## config.mk

```make
export PLATFORM = sky130hd
export DESIGN_NAME = xsr_exc_unit
export DESIGN_NICKNAME = d
export VERILOG_FILES = /design/src/verilog/xsr_pkg.sv /design/src/verilog/xsr_exc_unit.sv
export SDC_FILE = /design/constraint.sdc
export NUM_CORES = 1
export LEC_CHECK = 0
export CAP_MARGIN = 20
export CORE_UTILIZATION = 60
export CTS_CLUSTER_DIAMETER = 120
export DETAILED_ROUTE_END_ITERATION = 12
export DONT_BUFFER_PORTS = 1
export PLACE_DENSITY = 0.76
export SLEW_MARGIN = 20
export SYNTH_ARGS = -nofsm -noshare
export SYNTH_HDL_FRONTEND = slang
export SYNTH_SLANG_ARGS = --single-unit
```

## constraint.sdc

```tcl
create_clock -name clk_i -period 5.55 [get_ports clk_i]
set_input_delay 0.555 -clock clk_i [delete_from_list [all_inputs] [get_ports clk_i]]
set_output_delay 0.555 -clock clk_i [all_outputs]
set_load 0.01 [all_outputs]
```

## src/verilog/xsr_pkg.sv

```systemverilog
// Constants, types and register map of the exception entry unit.
// Assumes a single 25 MHz core clock and word-only AHB-Lite access.
package xsr_pkg;
    // ------------------------------------------------------------
    // Timing
    // ------------------------------------------------------------
    localparam int CLK_MHZ = 25;
    localparam int SRST_MIN_NS = 200;
    localparam int SRST_MIN_CYC = (SRST_MIN_NS * CLK_MHZ + 999) / 1000;
    // ------------------------------------------------------------
    // Machine state word bit positions (bit 0 is the lsb)
    // ------------------------------------------------------------
    localparam int B_POW = 18;
    localparam int B_ILE = 16;
    localparam int B_EE = 15;
    localparam int B_PR = 14;
    localparam int B_FP = 13;
    localparam int B_ME = 12;
    localparam int B_FE0 = 11;
    localparam int B_SE = 10;
    localparam int B_BE = 9;
    localparam int B_FE1 = 8;
    localparam int B_IP = 6;
    localparam int B_IR = 5;
    localparam int B_DR = 4;
    localparam int B_PM = 2;
    localparam int B_RI = 1;
    localparam int B_LE = 0;
    localparam logic [31:0] MSW_IMPL = 32'h0005ff77;
    localparam logic [31:0] MSW_KEEP = 32'h00011040;
    localparam logic [31:0] MSW_ME = 32'h00001000;
    localparam logic [31:0] MSW_RI = 32'h00000002;
    localparam logic [31:0] MSW_RST = 32'h00000040;
    localparam logic [31:0] SSW_COPY = 32'h07c0ffff;
    localparam int B_NHR = 16;
    // ------------------------------------------------------------
    // Vectors
    // ------------------------------------------------------------
    localparam logic [19:0] VEC_OFS_RESET = 20'h00100;
    localparam logic [11:0] VEC_HI = 12'hfff;
    localparam logic [11:0] VEC_LO = 12'h000;
    localparam logic [31:0] RESET_ADDR_HI = 32'hfff00100;
    // ------------------------------------------------------------
    // Register map (byte offsets) and interrupt bits
    // ------------------------------------------------------------
    localparam logic [4:0] OFS_MSW = 5'h00;
    localparam logic [4:0] OFS_SRA = 5'h04;
    localparam logic [4:0] OFS_SSW = 5'h08;
    localparam logic [4:0] OFS_HWC0 = 5'h0c;
    localparam logic [4:0] OFS_VEC = 5'h10;
    localparam logic [4:0] OFS_IST = 5'h14;
    localparam logic [4:0] OFS_IMSK = 5'h18;
    localparam int IRQ_W = 4;
    localparam int IRQ_SOFT = 0;
    localparam int IRQ_MCHK = 1;
    localparam int IRQ_EXC = 2;
    localparam int IRQ_UNREC = 3;
    // ------------------------------------------------------------
    // Types
    // ------------------------------------------------------------
    typedef enum logic [1:0] {
        ST_BOOT = 2'b00,
        ST_IDLE = 2'b01,
        ST_DRAIN = 2'b10
    } xsr_state_t;
    typedef struct packed {
        logic valid;
        logic mcheck;
        logic [19:0] vec;
        logic [31:0] pc;
    } xsr_exc_t;
    typedef struct packed {
        logic req;
        logic single;
        logic cinh;
        logic [31:0] addr;
    } xsr_fetch_t;
endpackage

```

## src/verilog/xsr_exc_unit.sv

```systemverilog
// Exception entry, vectoring and soft reset sequencing of the core.
// Assumes the core presents exceptions, next pc and queue status on
// clk_i; soft reset arrives as an asynchronous active-low pin.
`timescale 1ns/1ps
// What this block does
// RQ1: On any exception entry clear all state bits except three kept ones; machine check entry also clears ME.
// RQ2: On entry copy exception endian mode into endian mode.
// RQ3: Reserved machine state word bits always read zero.
// RQ4: Vector base is low region or all-ones region by prefix bit.
// RQ5: Soft or hard reset raise nonmaskable asynchronous system reset.
// RQ6: Hard reset clears not-hard-reset flag; soft reset keeps it.
// RQ7: First fetch after reset is single-beat, cache-inhibited at 0x100.
// RQ8: Soft reset saves address of the next instruction.
// RQ9: Soft reset drains completion, then saves state and fetches.
// RQ10: Soft reset vector is low or high reset address by prefix.
// RQ11: Soft reset ranks below hard reset and machine check.
// RQ12: Soft reset is recoverable unless draining hit a machine check.
// RQ13: Soft reset pin is edge sensitive with a minimum pulse width.
// RQ14: Soft reset never directly changes the output signals.
// RQ15: Outside logic keeps soft reset quiet during hard reset or test.
// RQ16: Soft reset during or after hard reset assertion is ignored.
// RQ17: Hard reset wins, is nonrecoverable, fetches fixed high address.
// RQ18: After hard reset the machine state word holds only prefix set.
module xsr_exc_unit
#(
    parameter int MIN_CYC = xsr_pkg::SRST_MIN_CYC
)
(
    // Clock and hard reset
    input wire logic clk_i,
    input wire logic rst_b_i,
    // Soft reset pin
    input wire logic soft_reset_b_i,
    // Core side
    input wire xsr_pkg::xsr_exc_t exc_i,
    input wire logic [31:0] next_pc_i,
    input wire logic queue_empty_i,
    output logic exc_ack_o,
    output logic drain_o,
    output xsr_pkg::xsr_fetch_t fetch_o,
    output logic [31:0] msw_o,
    // AHB-Lite slave
    input wire logic hsel_i,
    input wire logic [31:0] haddr_i,
    input wire logic [1:0] htrans_i,
    input wire logic hwrite_i,
    input wire logic [2:0] hsize_i,
    input wire logic [31:0] hwdata_i,
    input wire logic hready_i,
    output logic [31:0] hrdata_o,
    output logic hreadyout_o,
    output logic hresp_o,
    // Interrupt
    output logic irq_o
);
    import xsr_pkg::*;

    // Width filter counter is eight bits wide
    if (MIN_CYC < 1 || MIN_CYC > 255)
    begin : g_bad_min
        $error("MIN_CYC out of range");
    end

    // ------------------------------------------------------------
    // Soft reset pin: synchroniser, arm and width filter
    // ------------------------------------------------------------
    logic s1_r, s2_r, armed_r, fired_r;
    logic [7:0] low_cnt_r;
    wire low_long = (low_cnt_r == 8'(MIN_CYC - 1));
    // Armed only after a high level is seen following hard reset, so a
    // pin held low across hard reset never fires. see RQ16 see RQ15
    wire soft_evt = armed_r & ~s2_r & low_long & ~fired_r; // see RQ13

    always_ff @(posedge clk_i or negedge rst_b_i)
    begin
        if (!rst_b_i)
        begin
            // Low, so a pin held low across hard reset is never armed
            s1_r <= 1'b0;
            s2_r <= 1'b0;
        end
        else
        begin
            s1_r <= soft_reset_b_i;
            s2_r <= s1_r;
        end
    end

    always_ff @(posedge clk_i or negedge rst_b_i)
    begin
        if (!rst_b_i)
        begin
            armed_r <= 1'b0;
            fired_r <= 1'b0;
            low_cnt_r <= 8'h00;
        end
        else
        begin
            armed_r <= armed_r | s2_r; // see RQ16
            fired_r <= ~s2_r & (fired_r | soft_evt); // see RQ13
            low_cnt_r <= s2_r ? 8'h00 : (low_long ? low_cnt_r :
                8'(low_cnt_r + 8'h01));
        end
    end

    // ------------------------------------------------------------
    // Exception arbitration
    // ------------------------------------------------------------
    xsr_state_t st_r, st_nxt;
    logic [31:0] msw_r, sra_r, ssw_r, vec_r;
    logic unrec_r, ack_r;
    wire in_idle = (st_r == ST_IDLE);
    wire in_drain = (st_r == ST_DRAIN);
    // Machine check beats soft reset; other exceptions only before the
    // queue empties. see RQ11
    // A request stays up through its ack cycle; never take it twice
    wire take_mchk = exc_i.valid & exc_i.mcheck & ~ack_r &
        (in_idle | in_drain);
    wire take_soft = in_drain & queue_empty_i & ~take_mchk; // see RQ9
    wire take_oth = exc_i.valid & ~exc_i.mcheck & ~ack_r &
        ((in_idle & ~soft_evt) | (in_drain & ~queue_empty_i));
    wire entry = take_mchk | take_soft | take_oth;
    // ------------------------------------------------------------
    // Entry values
    // ------------------------------------------------------------
    wire [31:0] clr_me = take_mchk ? MSW_ME : 32'h00000000;
    wire [31:0] msw_ent = (msw_r & MSW_KEEP & ~clr_me) |
        {31'h00000000, msw_r[B_ILE]}; // see RQ1 see RQ2
    wire [31:0] clr_ri = (take_soft & unrec_r) ? MSW_RI : 32'h00000000;
    wire [31:0] ssw_ent = msw_r & SSW_COPY & ~clr_ri; // see RQ12
    wire [31:0] pc_ent = take_soft ? next_pc_i : exc_i.pc; // see RQ8
    wire [19:0] ofs_ent = take_soft ? VEC_OFS_RESET : exc_i.vec;
    wire [11:0] base_ent = msw_r[B_IP] ? VEC_HI : VEC_LO; // see RQ4
    wire [31:0] addr_ent = {base_ent, ofs_ent}; // see RQ10

    always_comb
    begin
        st_nxt = st_r;
        case (st_r)
            ST_BOOT: st_nxt = ST_IDLE;
            ST_IDLE: if (soft_evt) st_nxt = ST_DRAIN; // see RQ5
            ST_DRAIN: if (take_soft) st_nxt = ST_IDLE;
            default: st_nxt = ST_IDLE;
        endcase
    end

    // ------------------------------------------------------------
    // Bus slave: reads take one wait state, writes none
    // ------------------------------------------------------------
    logic wr_r, rd_r, hrdy_r, hresp_r;
    logic [4:0] wa_r, ra_r;
    logic [31:0] hrdata_r;
    logic nhr_r;
    logic [IRQ_W-1:0] ist_r, imsk_r;
    logic irq_r;
    wire ap_valid = hsel_i & hready_i & htrans_i[1];
    wire wr_msw = wr_r & (wa_r == OFS_MSW);
    wire wr_sra = wr_r & (wa_r == OFS_SRA);
    wire wr_ssw = wr_r & (wa_r == OFS_SSW);
    wire wr_hwc = wr_r & (wa_r == OFS_HWC0);
    wire wr_imsk = wr_r & (wa_r == OFS_IMSK);
    wire rd_ist = rd_r & (ra_r == OFS_IST);
    wire [31:0] hwc_rd = {15'h0000, nhr_r, 16'h0000};
    wire [31:0] ist_rd = {28'h0000000, ist_r};
    wire [31:0] imsk_rd = {28'h0000000, imsk_r};
    wire [31:0] rd_mux =
        (ra_r == OFS_MSW) ? msw_r :
        (ra_r == OFS_SRA) ? sra_r :
        (ra_r == OFS_SSW) ? ssw_r :
        (ra_r == OFS_HWC0) ? hwc_rd :
        (ra_r == OFS_VEC) ? vec_r :
        (ra_r == OFS_IST) ? ist_rd :
        (ra_r == OFS_IMSK) ? imsk_rd : 32'h00000000;
    wire [IRQ_W-1:0] ev = {take_soft & unrec_r, take_oth, take_mchk,
        take_soft};
    // Event wins over the read that clears it
    wire [IRQ_W-1:0] ist_nxt = (rd_ist ? '0 : ist_r) | ev;

    always_ff @(posedge clk_i or negedge rst_b_i)
    begin
        if (!rst_b_i)
        begin
            wr_r <= 1'b0;
            rd_r <= 1'b0;
            wa_r <= 5'h00;
            ra_r <= 5'h00;
            hrdy_r <= 1'b1;
            hresp_r <= 1'b0;
            hrdata_r <= 32'h00000000;
        end
        else
        begin
            wr_r <= ap_valid & hwrite_i;
            rd_r <= ap_valid & ~hwrite_i;
            if (ap_valid)
            begin
                wa_r <= haddr_i[4:0];
                ra_r <= haddr_i[4:0];
            end
            hrdy_r <= ~(ap_valid & ~hwrite_i);
            hresp_r <= 1'b0;
            if (rd_r)
                hrdata_r <= rd_mux;
        end
    end

    // ------------------------------------------------------------
    // Architectural state; entry beats a software write
    // ------------------------------------------------------------
    always_ff @(posedge clk_i or negedge rst_b_i)
    begin
        if (!rst_b_i)
        begin
            msw_r <= MSW_RST; // see RQ18
            sra_r <= 32'h00000000;
            ssw_r <= 32'h00000000;
            vec_r <= 32'h00000000;
            nhr_r <= 1'b0; // see RQ6
            unrec_r <= 1'b0;
        end
        else
        begin
            if (entry)
            begin
                msw_r <= msw_ent;
                sra_r <= pc_ent;
                ssw_r <= ssw_ent;
                vec_r <= addr_ent;
            end
            else
            begin
                if (wr_msw)
                    msw_r <= hwdata_i & MSW_IMPL; // see RQ3
                if (wr_sra)
                    sra_r <= hwdata_i;
                if (wr_ssw)
                    ssw_r <= hwdata_i & SSW_COPY;
            end
            // Soft reset leaves the flag alone. see RQ6
            if (wr_hwc)
                nhr_r <= hwdata_i[B_NHR];
            unrec_r <= (unrec_r & ~take_soft) | (take_mchk & in_drain);
        end
    end

    always_ff @(posedge clk_i or negedge rst_b_i)
    begin
        if (!rst_b_i)
        begin
            ist_r <= '0;
            imsk_r <= '0;
            irq_r <= 1'b0;
        end
        else
        begin
            ist_r <= ist_nxt;
            if (wr_imsk)
                imsk_r <= hwdata_i[IRQ_W-1:0];
            irq_r <= |(ist_nxt & imsk_r);
        end
    end

    // ------------------------------------------------------------
    // Sequencer and core-facing outputs
    // ------------------------------------------------------------
    xsr_fetch_t fetch_r;
    logic drain_r;

    always_ff @(posedge clk_i or negedge rst_b_i)
    begin
        if (!rst_b_i)
        begin
            st_r <= ST_BOOT;
            fetch_r <= '0;
            drain_r <= 1'b0;
            ack_r <= 1'b0;
        end
        else
        begin
            st_r <= st_nxt;
            drain_r <= (st_nxt == ST_DRAIN); // see RQ9
            ack_r <= take_mchk | take_oth;
            fetch_r.req <= (st_r == ST_BOOT) | entry;
            // Reset fetches go out single-beat and uncached. see RQ7
            fetch_r.single <= (st_r == ST_BOOT) | take_soft;
            fetch_r.cinh <= (st_r == ST_BOOT) | take_soft;
            if (st_r == ST_BOOT)
                fetch_r.addr <= RESET_ADDR_HI; // see RQ17
            else if (entry)
                fetch_r.addr <= addr_ent;
        end
    end

    // Soft reset reaches the outputs only through registered state: drain_o
    // rises the cycle after the event, fetch_o and msw_o change at entry. see RQ14
    assign exc_ack_o = ack_r;
    assign drain_o = drain_r;
    assign fetch_o = fetch_r;
    assign msw_o = msw_r;
    assign hrdata_o = hrdata_r;
    assign hreadyout_o = hrdy_r;
    assign hresp_o = hresp_r;
    assign irq_o = irq_r;
endmodule // xsr_exc_unit

```

==> results.py, run 1 <==
metrics = {
    "synthesis": {
        "synth_cell_type_count": 65,
        "avgSynthCellArea_sq_um": 10.1,
        "ys_ff_latch": 180,
        "synth_ff_type": "dfrtp_1",
        "synth_edf_count": 0,
        "synth-async-reset-ratio_pct": 100,
        "yosysSeqAreaShare_pct": 50.8,
        "yosysWarningCount": 0,
        "netlist_instances": 875,
        "netlist_area_sq_um": 8870,
    },
    "final_layout": {
        "insertedDiodeCount": 0,
        "final_common_cell": "dfrtp_1",
        "final_cell_mix": "177 x dfrtp_1, 125 x nand2_1, 105 x mux2i_1",
        "layout.nets": 993,
        "final_cells": 1022,
        "fillers": 1127,
        "syn2layout_area_growth_pct": 4.42,
        "layout-drive-gt1-share_pct": 8.11,
    },
    "routing": {
        "vias": 6587,
        "via_per_inst": 6.45,
        "dr.pass1.iters": 5,
        "drc": 0,
        "drt-wirelength-per-cell_um": 21.8,
        "wirelength_mm": 22.3,
        "ant_nets": 0,
        "drt-initial-drc-count": 592,
    },
    "floorplanning": {
        "start_util_pct": 61.2,
        "die_area_sq_um": 15300,
        "die_h_um": 124,
        "num_rows": 44,
        "die_x_um": 124,
        "design.core.area_sq_um": 14500,
        "ios": 266,
    },
    "worst_setup_path": {
        "cp.arrival_ps": 3660,
        "setup.worst_path.class": "flop to flop",
        "crit_chain": "nor3_2, buf_4, and2_1, o211ai_1, o22ai_1",
        "cp_max_fo": 24,
        "critPathLaunchType": "flop",
        "slowest_stage": "and2_1",
        "cp-end-kind": "flop",
        "crit_start": "ra_r[3]",
        "critPathMaxStageDelay_ps": 890,
        "crit_required_ps": 5880,
        "timing.rr.start": "ra_r[3]",
    },
    "clock_tree": {
        "numCtsBuffers": 17,
        "clockBufferDepth": 2,
        "cts_tree": "yes",
        "clk_pin_slew_ps": 60,
        "cts_resized": 0,
        "cts.sinks": 180,
        "worstSkewPairLatency_ps": 430,
        "cts_setup_buffers": 0,
        "hold_buffers": 1,
        "ctsRootBufferMaster": "clkbuf_16",
        "cts_max_level": 4,
    },
    "run_status": {
        "outcome": "completed",
    },
    "timing": {
        "skew_ps": 8.63,
        "setup_tns_ps": 0,
        "max_freq_mhz": 301,
        "grt_setup_unrepaired": "false",
        "setup_viol": 0,
        "fin_hold_ws_ps": 90.5,
        "max_slew.worst_pin.slew_ps": 1100,
        "period_needed_ps": 3330,
        "slew_headroom_pct": 26.9,
        "period_share_pct": 59.9,
        "fin_ws_ps": 2220,
        "hold_viol": 0,
        "slew_viol_final": 0,
    },
    "pwr": {
        "p_comb_share_pct": 21.7,
        "leakage_nw": 4.25,
        "seqPwrFrac_pct": 50.7,
        "irDropWorstVdd_mv": 0.250,
        "p_per_area_nw_per_um2": 447,
        "p_int_mw": 2.73,
        "p_sw_mw": 1.41,
        "swShare_pct": 34.0,
        "clkPwrFrac_pct": 27.6,
    },
    "global_route": {
        "antenna_found_initial": 0,
        "grt_pass1_wl_mm": 33.8,
        "grt_pass1_vias": 6364,
        "grt_max_degree": 181,
        "gr-usage-all-layers_pct": 29.9,
        "grt_overflow": 0,
    },
    "placed_design": {
        "io_buffer_count": 0,
        "place.gp.congestion": 0.858,
        "pre_cts_slack_ps": 2250,
        "detailed_place_hpwl_mm": 15.0,
        "place_inst": 990,
    },
    "worst_hold_path": {
        "min_path_type": "input pin to asynchronous set/reset pin",
    },
    "job": {
        "maxCapViolCount": 0,
    },
}
power by group through the flow:
stage | logic [mW] | registers (mW) | clock network [mW]
6_report | 0.900 | 2.10 | 1.14
3_5_place_dp | 0.864 | 2.11 | 0
4_1_cts | 0.899 | 2.09 | 1.16
2_1_floorplan | 0.833 | 1.96 | 0
3_3_place_gp | 0.814 | 2.09 | 0
5_1_grt | 1.01 | 2.14 | 1.22
worst max-delay path: cells and delay by family, from the launching register on:
| family | cells | cell delay (ps) |
|---|---|---|
| AOI/OAI and AO/OA | 2 | 730 |
| buffers and inverters | 1 | 330 |
| DFF | 1 | 570 |
| and+or+nand+nor | 2 | 1590 |
final cells by class:
| cell class | instances | area (sq um) | area share, % |
|---|---|---|---|
| Clock buffer | 23 | 488 | 5.27 |
| Clock inverter | 8 | 76.3 | 0.824 |
| Inverter | 22 | 82.6 | 0.892 |
| Multi-Input combinational cell | 598 | 3800 | 41.1 |
| Sequential cell | 180 | 4510 | 48.7 |
| Tap cell | 184 | 230 | 2.49 |
| Timing Repair Buffer | 7 | 72.6 | 0.784 |
logic make-up after synthesis:
| family | Yosys count | share of synthesized area, % |
|---|---|---|
| other | 1 | 0.0423 |
| muxes | 117 | 13.4 |
| adders and majority gates | 5 | 0.706 |
| xor gates and xnor gates | 3 | 0.296 |
| AOI/OAI and AO/OA | 177 | 12.7 |
| buffers and inverters | 113 | 7.25 |
| DFF | 180 | 50.8 |
| and+or+nand+nor | 279 | 14.8 |
per-layer routing:
metal	GRT usage, %	part of all wire, %	up-vias	wire length, um
met5	0	0	-	0
met4	13.9	3.1	0	687
met3	8.12	9.6	48	2140
met2	47.5	48	347	10600
met1	38.1	40	3242	8860
li1	-	-	2950	-
flip-flops by register name, indices dropped and copies added, names as in the netlist, 2 cells and up:
name / cells
hrdata_o: 32
ra_r: 5
sra_r: 32
fetch_o: 23
low_cnt_r: 8
imsk_r: 4
msw_o: 16
st_r: 2
vec_r: 21
ssw_r: 21
ist_r: 4
metrics by stage:
stage,util (%),total power [mW],area [sq um]
6_report,63.9,4.14,9260
2_1_floorplan,-,2.79,8930
4_1_cts,63.9,4.15,9250
3_3_place_gp,59.8,2.90,8660
3_5_place_dp,59.8,2.98,8660
5_1_grt,63.9,4.37,9260
final timing paths:
path                            slack (ps)  depth (start not counted)            to
worst min-delay path                    90                          1     ssw_r[14]
worst max-delay path                  2220                          5  hrdata_o[27]
min in group clk_i                     160                          0          s1_r
max in group asynchronous             4640                          1  hrdata_o[10]
worst max register to register        2220                          5  hrdata_o[27]
worst min register to register         360                          0          s2_r
cell usage after synthesis, types with 12 or more instances:
master      n  share of area [%]
a32oi_1    13                1.3
buf_4      33                2.8
o21ai_0    26                1.5
buf_2      23                1.3
dfrtp_1   178                 50
clkbuf_1   24                1.0
nand2_1   125                5.3
inv_1      22               0.93
nand3_1    63                3.6
a21oi_1    65                3.7
a41oi_1    14                1.4
mux2_2     12                1.5
nor2_1     39                1.7
mux2i_1   105                 12
a31oi_1    16                1.1
No activity file was read; power rests on OpenSTA's default activity.
==> run 2, diff against run 1 <==
==> constraint.sdc (replaced) <==
create_clock -name clk_i -period 3.47 [get_ports clk_i]
set_input_delay 0.347 -clock clk_i [delete_from_list [all_inputs] [get_ports clk_i]]
set_output_delay 0.347 -clock clk_i [all_outputs]
set_load 0.01 [all_outputs]
==> results.py, run 2 (synthesized netlist as in run 1, its figures left out) <==
metrics = {
    "floorplanning": {
        "die_h_um": 124,
        "die_area_sq_um": 15300,
        "num_rows": 44,
        "design.core.area_sq_um": 14500,
        "die_x_um": 124,
        "start_util_pct": 61.2,
        "ios": 266,
    },
    "timing": {
        "period_share_pct": 81.8,
        "setup_viol": 0,
        "fin_hold_ws_ps": -391,
        "grt_setup_unrepaired": "false",
        "slew_viol_final": 0,
        "skew_ps": 6.30,
        "max_freq_mhz": 352,
        "slew_headroom_pct": 28.5,
        "max_slew.worst_pin.slew_ps": 1070,
        "setup_tns_ps": 0,
        "period_needed_ps": 2840,
        "hold_viol": 180,
    },
    "worst_setup_path": {
        "r2r_cells": 5,
        "path_depth": 5,
        "critPathLaunchType": "flop",
        "timing.rr.start": "ra_r[2]",
        "slowest_stage": "dfrtp_1",
        "crit_end": "sra_r[4]",
        "critPathMaxStageDelay_ps": 700,
        "cp.arrival_ps": 3120,
        "reg2reg_setup_slack_ps": 630,
        "cp_max_fo": 19,
        "crit_path_frequent_cell": "mux2i_1",
        "crit_chain": "nor2b_1, nand3_2, buf_4, mux2i_1, mux2i_1",
        "crit_required_ps": 3750,
        "setup.worst_path.class": "flop to flop",
        "crit_start": "ra_r[2]",
        "worstReg2RegEnd": "sra_r[4]",
        "path_delay_family": "simple AND/OR/NAND/NOR gates",
        "cp-end-kind": "flop",
        "path_buf_inv": 1,
    },
    "final_layout": {
        "final_cell_mix": "177 x dfrtp_1, 125 x nand2_1, 105 x mux2i_1",
        "final_common_cell": "dfrtp_1",
        "layout.nets": 997,
        "layout-drive-gt1-share_pct": 8.78,
        "syn2layout_area_growth_pct": 4.97,
        "fillers": 1123,
        "insertedDiodeCount": 0,
    },
    "global_route": {
        "grt_pass1_wl_mm": 33.4,
        "antenna_found_initial": 0,
        "grt_overflow": 0,
        "grt_pass1_vias": 6243,
        "grt_max_degree": 181,
        "gr-usage-all-layers_pct": 29.8,
    },
    "clock_tree": {
        "clockBufferDepth": 2,
        "ctsRootBufferMaster": "clkbuf_16",
        "cts_tree": "yes",
        "cts_resized": 0,
        "clk_pin_slew_ps": 70,
        "cts_setup_buffers": 0,
        "worstSkewPairLatency_ps": 430,
        "cts.sinks": 180,
        "cts_max_level": 4,
        "hold_buffers": 1,
        "numCtsBuffers": 17,
    },
    "job": {
        "maxCapViolCount": 0,
    },
    "pwr": {
        "leakage_nw": 4.28,
        "irDropWorstVdd_mv": 0.430,
        "finalPower_mw": 6.70,
        "p_per_area_nw_per_um2": 720,
    },
    "routing": {
        "drt-initial-drc-count": 638,
        "drc": 0,
        "drt-wirelength-per-cell_um": 21.7,
        "via_per_inst": 6.39,
        "ant_nets": 0,
        "dr.pass1.iters": 5,
        "wirelength_mm": 22.3,
        "vias": 6558,
    },
    "run_status": {
        "outcome": "complete, but fails checks",
        "failed_checks": "negative hold slack",
    },
    "placed_design": {
        "io_buffer_count": 0,
        "place.gp.congestion": 0.881,
        "detailed_place_hpwl_mm": 15.1,
    },
    "worst_hold_path": {
        "min_path_type": "input pin to asynchronous set/reset pin",
    },
}
## run 2: cell count changes in the layout (fill, tap and decap cells not counted), sizes merged
cell	before	now
dlygate4sd3	0	1
buf	7	10
bufinv	1	2
inv	22	26
clkbuf	23	19
## run 2: how the worst min path moves through the flow
| stage | startpoint | to | slack, ps | cells after the start |
|---|---|---|---|---|
| floorplan | rst_b_i | armed_r | 50 | 0 |
| global route | rst_b_i | hrdata_o[10] | -410 | 0 |
| CTS | rst_b_i | msw_o[8] | -400 | 0 |
| finish | rst_b_i | msw_o[10] | -390 | 0 |
| global placement | rst_b_i | hrdata_o[10] | 60 | 0 |
| detailed placement | rst_b_i | msw_o[10] | 60 | 0 |
## run 2: area by class of cell
cell class	count	area, sq um	area share, %
Inverter	22	82.6	0.887
Multi-Input combinational cell	598	3800	40.8
Timing Repair Buffer	11	85.1	0.914
Clock buffer	19	453	4.87
Clock inverter	13	149	1.60
Sequential cell	180	4510	48.4
Tap cell	184	230	2.47
## run 2: report_power, final
part | internal, mW | switching, mW
clock | 1.11 | 0.836
combinational | 0.586 | 0.801
sequential | 2.72 | 0.645
total | 4.42 | 2.28
## run 2: through the flow
step	area [sq um]	utilization [%]	std cells	setup slack, ps	hold slack (ps)
after floorplan	8930	-	891	1520	51.4
after global placement	8690	60.0	994	820	58.6
after detailed placement	8690	60.0	994	696	57.9
after CTS	9300	64.3	1027	678	-404
after global routing	9310	64.3	1027	528	-411
final	9310	64.3	1027	630	-391
## run 2: metal layers
layer / vias to the layer above / wire, um / GRT usage [%]
li1: 2950 / - / -
met1: 3265 / 9230 / 39.3
met2: 309 / 10800 / 47.6
met3: 34 / 1880 / 6.96
met4: 0 / 419 / 11.8
met5: - / 0 / 0
